$ cat src/rtl/dal_pkg.sv
// constants shared by the divisional depressurization actuation logic
// assumes a 125 MHz clock and a classic wishbone register bus
// Notes on behaviour
// - single valve opens only after arm, then fire
// - valve arm action raises a plant alarm
// - two divisions armed and fired seal system initiation
// - control room inhibit blocks automatic initiation
// - division makes level and pressure votes, shares them
// - two of four voting, two of three bypassed
// - one sensor division bypass, reported
// - three redundant channels compute trips, voting, sustain and group timers
// - level below setpoint gives level trip
// - pressure above setpoint gives pressure trip
// - trip drop clears its sustain timer
// - level trip held 10 s seals initiation
// - pressure trip held 60 min seals initiation
// - level initiation starts the five group timers
// - pressure initiation starts the same group timers
// - series drivers, continuity, disable switch all conduct
// - drivers tested singly, closure indicated
// - disable switch affects own valve, alarms
// - no trip logic division bypass exists
// - relief groups then squib groups, successive delays
// - inhibit blocks sequenced start of all valves, except by manual system initiation
`default_nettype none

package dal_pkg;

	localparam longint unsigned CLK_HZ = 125_000_000;
	localparam int TW = 40; // timer width, holds one hour of cycles

	// sustain times as printed, and derived cycle counts
	localparam longint unsigned LVL_SUSTAIN_S = 10;
	localparam longint unsigned PRS_SUSTAIN_MIN = 60;
	localparam longint unsigned LVL_SUSTAIN_CYC = LVL_SUSTAIN_S * CLK_HZ;
	localparam longint unsigned PRS_SUSTAIN_CYC = PRS_SUSTAIN_MIN * 60 * CLK_HZ;

	// group delay step from initiation, plain default
	localparam longint unsigned GRP_STEP_S = 10;
	localparam longint unsigned GRP_STEP_CYC = GRP_STEP_S * CLK_HZ;

	// valve layout: ten relief valves then eight squib valves
	localparam int NV = 18;
	localparam int NGRP = 5;
	localparam int FIRST_SQUIB = 10;

	// register byte offsets
	localparam logic [7:0] REG_CTRL = 8'h00;
	localparam logic [7:0] REG_LVL_SP = 8'h04;
	localparam logic [7:0] REG_PRS_SP = 8'h08;
	localparam logic [7:0] REG_SYS_MAN = 8'h0C;
	localparam logic [7:0] REG_VLV_MAN = 8'h10;
	localparam logic [7:0] REG_DRV_TEST = 8'h14;
	localparam logic [7:0] REG_STATUS = 8'h18;
	localparam logic [7:0] REG_VLV_STAT = 8'h1C;
	localparam logic [7:0] REG_OOS = 8'h20;

	// field positions
	localparam int CTRL_INHIBIT = 0;
	localparam int CTRL_BYP_EN = 4;
	localparam int CTRL_BYP_DIV = 5; // two bits
	localparam int MAN_FIRE = 4; // fire nibble above arm nibble
	localparam int VLV_ARM = 8;
	localparam int VLV_FIRE = 9;
	localparam int TST_DRV = 1; // two bits
	localparam int TST_VLV = 8; // five bits

	// reset values
	localparam logic [15:0] LVL_SP_RST = 16'h0000;
	localparam logic [15:0] PRS_SP_RST = 16'hFFFF;

	// sequencer states
	typedef enum logic [1:0] {
		DAL_IDLE = 2'b00,
		DAL_RUN = 2'b01,
		DAL_DONE = 2'b11
	} dal_seq_t;

endpackage

`default_nettype wire

$ cat src/rtl/dal_top.sv
// one division of the depressurization actuation logic
// assumes sensor words and other-division votes come from outside the clock domain
//
// Register access over Wishbone and the address map were chosen for this implementation.
`default_nettype none

module dal_top import dal_pkg::*; #(
	parameter int SW = 16,
	parameter logic [1:0] DIV_ID = 2'd0,
	parameter logic [TW-1:0] LVL_CYC = TW'(LVL_SUSTAIN_CYC),
	parameter logic [TW-1:0] PRS_CYC = TW'(PRS_SUSTAIN_CYC),
	parameter logic [NGRP-1:0][TW-1:0] GRP_T = {
		TW'(4 * GRP_STEP_CYC), TW'(3 * GRP_STEP_CYC),
		TW'(2 * GRP_STEP_CYC), TW'(GRP_STEP_CYC), TW'(0)}
) (
	// clock and reset
	input wire logic clk_i,
	input wire logic rst_i,
	// wishbone slave
	input wire logic wb_cyc_i,
	input wire logic wb_stb_i,
	input wire logic wb_we_i,
	input wire logic [7:0] wb_adr_i,
	input wire logic [3:0] wb_sel_i,
	input wire logic [31:0] wb_dat_i,
	output logic [31:0] wb_dat_o,
	output logic wb_ack_o,
	// sensor words, one per redundant channel
	input wire logic [3*SW-1:0] level_i,
	input wire logic [3*SW-1:0] press_i,
	// votes from all divisions, own position ignored
	input wire logic [3:0] div_lvl_vote_i,
	input wire logic [3:0] div_prs_vote_i,
	// firing path feedback
	input wire logic [3*NV-1:0] drv_fb_i,
	input wire logic [NV-1:0] cont_ok_i,
	input wire logic [NV-1:0] dis_sw_i,
	// votes shared with other divisions
	output logic vote_lvl_o,
	output logic vote_prs_o,
	// initiation signals
	output logic lvl_init_o,
	output logic prs_init_o,
	// firing drivers and path state
	output logic [3*NV-1:0] drv_o,
	output logic [NV-1:0] path_fire_o,
	// control room indications
	output logic arm_alarm_o,
	output logic oos_alarm_o,
	output logic [3:0] bypass_ind_o
);

	////////////////////////////////////////////////////////////////
	// input synchronisers

	logic [3*SW-1:0] lvl_m_q, lvl_s_q, prs_m_q, prs_s_q;
	logic [3:0] vl_m_q, vl_s_q, vp_m_q, vp_s_q;
	logic [3*NV-1:0] fb_m_q, fb_s_q;
	logic [NV-1:0] co_m_q, co_s_q, ds_m_q, ds_s_q;

	// two stages on every outside input except the bus and reset
	always_ff @(posedge clk_i) begin
		lvl_m_q <= level_i;
		lvl_s_q <= lvl_m_q;
		prs_m_q <= press_i;
		prs_s_q <= prs_m_q;
		vl_m_q <= div_lvl_vote_i;
		vl_s_q <= vl_m_q;
		vp_m_q <= div_prs_vote_i;
		vp_s_q <= vp_m_q;
		fb_m_q <= drv_fb_i;
		fb_s_q <= fb_m_q;
		co_m_q <= cont_ok_i;
		co_s_q <= co_m_q;
		ds_m_q <= dis_sw_i;
		ds_s_q <= ds_m_q;
	end

	////////////////////////////////////////////////////////////////
	// register state

	logic inhibit_q;
	logic byp_en_q;
	logic [1:0] byp_div_q;
	logic [SW-1:0] lvl_sp_q, prs_sp_q;
	logic [3:0] sys_arm_q, sys_used_q;
	logic sys_init_q;
	logic vlv_armed_q;
	logic [4:0] vlv_sel_q;
	logic [NV-1:0] man_fire_q;
	logic tst_en_q;
	logic [1:0] tst_drv_q;
	logic [4:0] tst_vlv_q;
	logic [2:0] tst_seen_q;

	logic wr, req, tst_all;
	assign req = wb_cyc_i & wb_stb_i & ~wb_ack_o;
	assign wr = req & wb_we_i & wb_sel_i[0];

	// ack one cycle after the request, dropped the cycle after
	always_ff @(posedge clk_i) begin
		if (rst_i) begin
			wb_ack_o <= 1'b0;
		end else begin
			wb_ack_o <= req;
		end
	end

	// control and setpoints; one bypass index so only one division
	always_ff @(posedge clk_i) begin
		if (rst_i) begin
			inhibit_q <= 1'b0;
			byp_en_q <= 1'b0;
			byp_div_q <= 2'd0;
			lvl_sp_q <= LVL_SP_RST[SW-1:0];
			prs_sp_q <= PRS_SP_RST[SW-1:0];
		end else if (wr) begin
			if (wb_adr_i == REG_CTRL) begin
				inhibit_q <= wb_dat_i[CTRL_INHIBIT];
				byp_en_q <= wb_dat_i[CTRL_BYP_EN];
				byp_div_q <= wb_dat_i[CTRL_BYP_DIV +: 2];
			end else if (wb_adr_i == REG_LVL_SP) begin
				lvl_sp_q <= wb_dat_i[SW-1:0];
			end else if (wb_adr_i == REG_PRS_SP) begin
				prs_sp_q <= wb_dat_i[SW-1:0];
			end
		end
	end

	// system arm and fire per division; fire counts only after arm
	always_ff @(posedge clk_i) begin
		if (rst_i) begin
			sys_arm_q <= 4'h0;
			sys_used_q <= 4'h0;
		end else if (wr && wb_adr_i == REG_SYS_MAN) begin
			sys_arm_q <= sys_arm_q | wb_dat_i[3:0];
			sys_used_q <= sys_used_q | (sys_arm_q & wb_dat_i[MAN_FIRE +: 4]);
		end
	end

	// any two divisions used seals the system initiation
	always_ff @(posedge clk_i) begin
		if (rst_i) begin
			sys_init_q <= 1'b0;
		end else if (cnt4(sys_used_q) >= 3'd2) begin
			sys_init_q <= 1'b1;
		end
	end

	// single valve: arm selects, a later separate fire opens it
	always_ff @(posedge clk_i) begin
		if (rst_i) begin
			vlv_armed_q <= 1'b0;
			vlv_sel_q <= 5'd0;
			man_fire_q <= '0;
		end else if (wr && wb_adr_i == REG_VLV_MAN) begin
			if (wb_dat_i[VLV_ARM]) begin
				vlv_armed_q <= 1'b1;
				vlv_sel_q <= wb_dat_i[4:0];
			end else if (wb_dat_i[VLV_FIRE] && vlv_armed_q) begin
				vlv_armed_q <= 1'b0;
				if (32'(vlv_sel_q) < NV) begin
					man_fire_q[vlv_sel_q] <= 1'b1;
				end
			end else begin
				vlv_armed_q <= 1'b0; // a write with neither disarms
			end
		end
	end

	// driver test selection; a new selection clears closure history
	always_ff @(posedge clk_i) begin
		if (rst_i) begin
			tst_en_q <= 1'b0;
			tst_drv_q <= 2'd0;
			tst_vlv_q <= 5'd0;
			tst_seen_q <= 3'b000;
		end else if (wr && wb_adr_i == REG_DRV_TEST) begin
			tst_en_q <= wb_dat_i[0];
			tst_drv_q <= wb_dat_i[TST_DRV +: 2];
			tst_vlv_q <= wb_dat_i[TST_VLV +: 5];
			tst_seen_q <= 3'b000;
		end else if (tst_en_q && 32'(tst_vlv_q) < NV) begin
			tst_seen_q <= tst_seen_q | fb_s_q[3*tst_vlv_q +: 3];
		end
	end

	////////////////////////////////////////////////////////////////
	// helpers

	function automatic logic [2:0] cnt4(input logic [3:0] v);
		cnt4 = {2'b00, v[0]} + {2'b00, v[1]} + {2'b00, v[2]} + {2'b00, v[3]};
	endfunction

	function automatic logic maj3(input logic [2:0] v);
		maj3 = (v[0] & v[1]) | (v[1] & v[2]) | (v[0] & v[2]);
	endfunction

	// group of a valve: relief 0-4, 5-9, squib 10-12, 13-15, 16-17
	function automatic int grp_of(input int v);
		if (v < 5) begin
			grp_of = 0;
		end else if (v < FIRST_SQUIB) begin
			grp_of = 1;
		end else if (v < 13) begin
			grp_of = 2;
		end else if (v < 16) begin
			grp_of = 3;
		end else begin
			grp_of = 4;
		end
	endfunction

	logic [3:0] byp_mask;
	assign byp_mask = byp_en_q ? ~(4'b0001 << byp_div_q) : 4'hF;

	////////////////////////////////////////////////////////////////
	// three redundant channels

	logic [2:0] ch_lvl_trip, ch_prs_trip, ch_lvl_lat, ch_prs_lat;
	logic [NGRP-1:0] ch_grp [3];

	for (genvar c = 0; c < 3; c++) begin : g_ch
		logic [SW-1:0] lvl, prs;
		logic [3:0] vl, vp;
		logic dec_l, dec_p, auto_go, go;
		logic [TW-1:0] tl_q, tp_q, seq_cnt_q;
		logic lat_l_q, lat_p_q;
		dal_seq_t st_q;

		assign lvl = lvl_s_q[c*SW +: SW];
		assign prs = prs_s_q[c*SW +: SW];
		assign ch_lvl_trip[c] = lvl < lvl_sp_q;
		assign ch_prs_trip[c] = prs > prs_sp_q;

		// own vote takes its place among the shared ones
		always_comb begin
			vl = vl_s_q;
			vp = vp_s_q;
			vl[DIV_ID] = ch_lvl_trip[c];
			vp[DIV_ID] = ch_prs_trip[c];
		end

		// two of the four, or of the three left when one is bypassed
		assign dec_l = cnt4(vl & byp_mask) >= 3'd2;
		assign dec_p = cnt4(vp & byp_mask) >= 3'd2;

		// sustain timers restart from zero whenever the decision drops
		always_ff @(posedge clk_i) begin
			if (rst_i) begin
				tl_q <= '0;
				lat_l_q <= 1'b0;
			end else if (!dec_l) begin
				tl_q <= '0;
			end else if (tl_q >= LVL_CYC - 1'b1) begin
				lat_l_q <= 1'b1;
			end else begin
				tl_q <= tl_q + 1'b1;
			end
		end

		always_ff @(posedge clk_i) begin
			if (rst_i) begin
				tp_q <= '0;
				lat_p_q <= 1'b0;
			end else if (!dec_p) begin
				tp_q <= '0;
			end else if (tp_q >= PRS_CYC - 1'b1) begin
				lat_p_q <= 1'b1;
			end else begin
				tp_q <= tp_q + 1'b1;
			end
		end

		assign ch_lvl_lat[c] = lat_l_q;
		assign ch_prs_lat[c] = lat_p_q;

		// inhibit holds back automatic starts, manual initiation still acts
		assign auto_go = (lat_l_q | lat_p_q) & ~inhibit_q;
		assign go = auto_go | sys_init_q;

		// one running count drives the five group timers
		always_ff @(posedge clk_i) begin
			if (rst_i) begin
				st_q <= DAL_IDLE;
				seq_cnt_q <= '0;
			end else begin
				case (st_q)
					DAL_IDLE: begin
						if (go) begin
							st_q <= DAL_RUN;
						end
					end
					DAL_RUN: begin
						if (seq_cnt_q >= GRP_T[NGRP-1]) begin
							st_q <= DAL_DONE;
						end else begin
							seq_cnt_q <= seq_cnt_q + 1'b1;
						end
					end
					default: begin
						st_q <= DAL_DONE; // sealed in until reset
					end
				endcase
			end
		end

		for (genvar g = 0; g < NGRP; g++) begin : g_grp
			assign ch_grp[c][g] = (st_q != DAL_IDLE) && (seq_cnt_q >= GRP_T[g]);
		end
	end

	////////////////////////////////////////////////////////////////
	// channel majority and firing paths

	logic [NGRP-1:0] grp_open;
	logic [NV-1:0] cmd, path_d;
	logic [3*NV-1:0] drv_d;

	for (genvar g = 0; g < NGRP; g++) begin : g_vote
		assign grp_open[g] = maj3({ch_grp[2][g], ch_grp[1][g], ch_grp[0][g]});
	end

	// every driver of a valve closes together; a test closes only one
	for (genvar v = 0; v < NV; v++) begin : g_vlv
		localparam int ND = (v >= FIRST_SQUIB) ? 3 : 2;
		assign cmd[v] = grp_open[grp_of(v)] | man_fire_q[v];
		for (genvar k = 0; k < 3; k++) begin : g_drv
			if (k < ND) begin : g_used
				assign drv_d[3*v+k] = cmd[v] |
					(tst_en_q && 32'(tst_vlv_q) == v && 32'(tst_drv_q) == k);
			end else begin : g_none
				assign drv_d[3*v+k] = 1'b0;
			end
		end
		// valve fires only when drivers, continuity and switch all conduct
		assign path_d[v] = &fb_s_q[3*v +: ND] & co_s_q[v] & ~ds_s_q[v];
	end

	// outputs straight from flops
	always_ff @(posedge clk_i) begin
		if (rst_i) begin
			drv_o <= '0;
			path_fire_o <= '0;
			vote_lvl_o <= 1'b0;
			vote_prs_o <= 1'b0;
			lvl_init_o <= 1'b0;
			prs_init_o <= 1'b0;
			arm_alarm_o <= 1'b0;
			oos_alarm_o <= 1'b0;
			bypass_ind_o <= 4'h0;
		end else begin
			drv_o <= drv_d;
			path_fire_o <= path_d & cmd;
			vote_lvl_o <= maj3(ch_lvl_trip);
			vote_prs_o <= maj3(ch_prs_trip);
			lvl_init_o <= maj3(ch_lvl_lat);
			prs_init_o <= maj3(ch_prs_lat);
			arm_alarm_o <= vlv_armed_q | (|sys_arm_q);
			oos_alarm_o <= |ds_s_q;
			bypass_ind_o <= ~byp_mask;
		end
	end

	////////////////////////////////////////////////////////////////
	// read path

	assign tst_all = (32'(tst_vlv_q) >= FIRST_SQUIB) ? &tst_seen_q : &tst_seen_q[1:0];

	always_ff @(posedge clk_i) begin
		if (rst_i) begin
			wb_dat_o <= 32'h0000_0000;
		end else if (req && !wb_we_i) begin
			if (wb_adr_i == REG_CTRL) begin
				wb_dat_o <= 32'({byp_div_q, byp_en_q, 3'b000, inhibit_q});
			end else if (wb_adr_i == REG_LVL_SP) begin
				wb_dat_o <= 32'(lvl_sp_q);
			end else if (wb_adr_i == REG_PRS_SP) begin
				wb_dat_o <= 32'(prs_sp_q);
			end else if (wb_adr_i == REG_SYS_MAN) begin
				wb_dat_o <= 32'({sys_init_q, sys_used_q, sys_arm_q});
			end else if (wb_adr_i == REG_VLV_MAN) begin
				wb_dat_o <= 32'({vlv_armed_q, 3'b000, vlv_sel_q});
			end else if (wb_adr_i == REG_DRV_TEST) begin
				wb_dat_o <= 32'({tst_all, tst_seen_q, tst_vlv_q, 3'b000, tst_drv_q, tst_en_q});
			end else if (wb_adr_i == REG_STATUS) begin
				wb_dat_o <= 32'({grp_open, ch_prs_lat, ch_lvl_lat, ch_prs_trip, ch_lvl_trip});
			end else if (wb_adr_i == REG_VLV_STAT) begin
				wb_dat_o <= 32'(cmd);
			end else if (wb_adr_i == REG_OOS) begin
				wb_dat_o <= 32'(ds_s_q);
			end else begin
				wb_dat_o <= 32'h0000_0000; // unmapped reads zero
			end
		end
	end

endmodule

`default_nettype wire

$ cat config.mk
export PLATFORM = sky130hd
export DESIGN_NAME = dal_top
export DESIGN_NICKNAME = d
export VERILOG_FILES = /design/src/rtl/dal_pkg.sv /design/src/rtl/dal_top.sv
export SDC_FILE = /design/constraint.sdc
export NUM_CORES = 2
export LEC_CHECK = 0
export BUFFER_PORTS_ARGS = -buffer_cell sky130_fd_sc_hd__buf_4
export CAP_MARGIN = 30
export CORE_MARGIN = 2
export CORE_UTILIZATION = 50
export DETAILED_ROUTE_END_ITERATION = 16
export PLACE_DENSITY = 0.69
export REMOVE_ABC_BUFFERS = 1
export SYNTH_ARGS = -nofsm -noshare
export SYNTH_HDL_FRONTEND = slang
export SYNTH_SLANG_ARGS = --single-unit
$ cat constraint.sdc
create_clock -name clk_i -period 6.9 [get_ports clk_i]
set_input_delay 1.035 -clock clk_i [delete_from_list [all_inputs] [get_ports clk_i]]
set_output_delay 1.035 -clock clk_i [all_outputs]
set_load 0.02 [all_outputs]
==> run summary <==
In the synthesized netlist the dominant register cell turns out to be sky130_fd_sc_hd__dfxtp_1. By startpoint and endpoint, the worst setup path is classified as flop to flop. The global-route wire length before repair is 145000 um, and the final setup violation count is 0.

Summed over all failing endpoints, the final setup total negative slack is 0 ns. In the layout the commonest cells are sky130_fd_sc_hd__dfxtp_1, sky130_fd_sc_hd__nor2_1, sky130_fd_sc_hd__buf_4. In this run the standard cell core region covers 0.07003 mm^2.

The run gives 4 as the number of antenna violations at the first check in global routing. In this run the worst hold path is classified as flop to flop. After detailed routing, the number of vias per cell comes to 5.594. Counting tap cells, the placed design contains a total of 4816 instances. In this run the worst path has a maximum fanout of 12.

The number of detailed-routing iterations run before antenna repair was 7. The top achievable clock speed was 218.0 MHz. After clock tree synthesis, the clock-pin slew on the worst setup and hold paths is 0.06 ns. The critical path data required time is 7.49 ns. The count of nets left with antenna violations once routing finished came out at 0. In this run the clock root is driven by a sky130_fd_sc_hd__clkbuf_16.

TritonCTS built the clock tree. The run gives 0 as the number of remaining DRC errors. The run finished with clean final reports. The run gives 26230 as the number of global-route vias before repair.

STA classifies the critical path endpoint as a flop. Leaving out fill and tap cells, the most frequent cell in the layout is sky130_fd_sc_hd__dfxtp_1. The later pin in the worst-skew pair is clocked with a latency of 0.66 ns. For the remaining global-route overflow, the log shows 0.

The total half-perimeter wirelength after legalization and detailed placement was 66110 um; the fraction of registers with async set/reset was 0%. In the final design database the tool counted 4327 nets. In the final layout, the multi-input gates occupy 0.01567 mm^2. In the final layout, the share of cells above drive strength 1 is 13.66%.

For the total count of max-transition violations in the final report, the log shows 0. The slew of the pin with the lowest slew margin is 1.099 ns. The clock arrives with 0.04134 ns of skew. 358 I/O pins were placed. For the worst setup path, the data arrival time is 5.17 ns. Clock tree synthesis found a total of 927 sinks. The number of clock buffers added by TritonCTS is 92.

From left edge to right edge, the die measures 270.0 um. Counting the fill cells in the layout gives 6106. The tools report the count of synthesis-stage warnings from yosys as 0.

The logs give 0 for the final number of hold-violating endpoints and 0 for the post-cts repair resize count. A synthesized cell averages 9.506 um^2. Buffers added to address setup during post-CTS repair amount to 0.

The detailed router placed 27910 vias in this run. Leakage dissipation: 15.87 nW. The register area is 0.01856 mm^2.

Largest net degree at the start of global routing: 103. The tools report the portion of the post-synthesis area used by sequential elements as 52.45%. Input and output buffers added on the ports amount to 312. Counting flops and latches in the post-synthesis netlist gives 927. The initial utilization of the core area, before any placement, comes to 50.52%.

For this design, the CTS-stage hold fixing added 0 buffers. Setup repair after global routing left no endpoint under its margin. The number of DRC violations after detailed-routing iteration 0 came out at 2199. The final layout contains routed wiring with a total length of 92860 um. Routability-driven placement finished with a final weighted congestion of 0.9241.

The worst pin sits at a relative slew slack of 26.61%. The power density over the cells is 268.5 mW/mm^2. The startpoint class of the critical path is a flop.

Counting every instance in the synthesized netlist gives 3722. In this run the core area contains 97 standard-cell rows. The mapped netlist covers 0.03538 mm^2. The final period demand of the worst path came out at 4.586 ns.

The die height was 270.0 um. Global routing used 24.91% of the available tracks. The number of library cell types mapped by synthesis was 93.

Detail-routed net length per standard cell: 18.61 um. The area growth from synthesis to final layout was 17.71%; the largest voltage drop on the vdd net was 0.0002105 V. For this run, the number of standard cells in the final layout without fillers is 4990. After layout, the worst path uses 66.47% of the clock period. The count of flip-flops with a built-in enable after synthesis was 0; the depth of the CTS H-tree was 3. Number of buffers between clock root and the deepest sink: 3. Max-cap violations in this run came to 0. The tools report the die area as 0.07291 mm^2.
[final cells by class]
cell class | count | share of cell area, %
clock buffers | 132 | 6.622
multi-input cells | 2512 | 37.63
inverters | 102 | 0.9193
repair buffers | 337 | 6.270
flip-flops and latches | 927 | 44.56
well taps | 940 | 2.824
diodes | 1 | 0.006009
clock inverters | 39 | 1.166
[path summary, 6_finish.rpt]
kind | start | endpoint | slack, ns | cells past startpoint
worst max-delay path | lvl_sp_q[6]$_SDFFE_PP0P_ | g_ch[1].tl_q[16]$_SDFFE_PP0N_ | 2.31 | 12
worst min-delay path | lvl_m_q[20]$_DFF_P_ | lvl_s_q[20]$_DFF_P_ | 0.31 | 0
worst max register to register | lvl_sp_q[6]$_SDFFE_PP0P_ | g_ch[1].tl_q[16]$_SDFFE_PP0N_ | 2.31 | 12
worst min register to register | lvl_m_q[20]$_DFF_P_ | lvl_s_q[20]$_DFF_P_ | 0.31 | 0
[power by group]
part	switching, mW	internal, mW	total (mW)
registers	0.0684	5.49	5.56
clock network	2.13	3.10	5.23
logic	0.231	0.167	0.398
[cell usage after synthesis, drive strengths merged, types with 95 or more instances]
library cell | n | area (um^2)
dfxtp | 927 | 18560
nor2 | 399 | 1498
nand2 | 318 | 1194
a21oi | 210 | 1055
clkbuf | 161 | 605.6
xnor2 | 138 | 1209
nand3 | 133 | 665.6
nor4 | 116 | 732.0
nand4 | 112 | 706.9
nor3 | 106 | 535.5
ha | 105 | 1314
inv | 101 | 379.1
xor2 | 95 | 832.1
[critical path: stages, from the launching register on]
cell                        delay [ns]
sky130_fd_sc_hd__dfxtp_1          0.37
sky130_fd_sc_hd__inv_1            0.10
sky130_fd_sc_hd__ha_1             0.33
sky130_fd_sc_hd__o2111a_1         0.24
sky130_fd_sc_hd__a2111oi_0        0.36
sky130_fd_sc_hd__o211ai_1         0.21
sky130_fd_sc_hd__a221oi_1         0.90
sky130_fd_sc_hd__nand2_1          0.18
sky130_fd_sc_hd__fa_1             0.45
sky130_fd_sc_hd__or2_2            0.32
sky130_fd_sc_hd__a21o_1           0.39
sky130_fd_sc_hd__or4_1            0.57
sky130_fd_sc_hd__nand2_1          0.08
[cell families (layout without fill, tap and decap cells)]
group,after synthesis,in the layout,share of synthesized area [%]
buffers and inverters,306,610,3.554
xor gates and xnor gates,233,233,5.768
other,1,25,0.01060
muxes,32,32,1.443
DFF,927,927,52.45
and+or+nand+nor,1513,1513,21.62
adders and majority gates,117,117,4.251
AOI/OAI and AO/OA,593,593,10.90
[state kept, by name, summed over array words and instances, names as in the netlist, 5 cells and up]
signal	cells
ds_m_q	18
fb_m_q	54
path_fire_o	18
co_s_q	18
tst_vlv_q	5
g_ch.st_q	6
vlv_sel_q	5
drv_o	44
lvl_s_q	48
g_ch.tp_q	120
g_ch.tl_q	120
lvl_sp_q	16
prs_s_q	48
co_m_q	18
prs_sp_q	16
man_fire_q	18
prs_m_q	48
fb_s_q	54
ds_s_q	18
g_ch.seq_cnt_q	120
wb_dat_o	18
lvl_m_q	48
[layer usage]
| layer | wire length (um) | GRT usage (%) | up-vias |
|---|---|---|---|
| met3 | 6807 | 5.005 | 233 |
| met2 | 41340 | 38.67 | 946 |
| met1 | 40040 | 33.27 | 13110 |
| met5 | 0 | 0 | - |
| li1 | - | - | 13630 |
| met4 | 4659 | 11.92 | 0 |
[through the flow]
step	util (%)	instance area [um^2]	hold WS (ns)	power, mW	setup slack [ns]
6_report	59.47	41650	0.3126	11.18	2.314
5_1_grt	59.47	41650	0.3246	11.56	2.088
4_1_cts	59.40	41600	0.3245	11.29	2.395
3_5_place_dp	54.77	38350	0.3121	6.070	2.397
3_3_place_gp	54.64	38270	0.3095	6.056	2.189
2_1_floorplan	-	34590	0.3096	5.812	3.062
(Power assumes the default switching activity.)
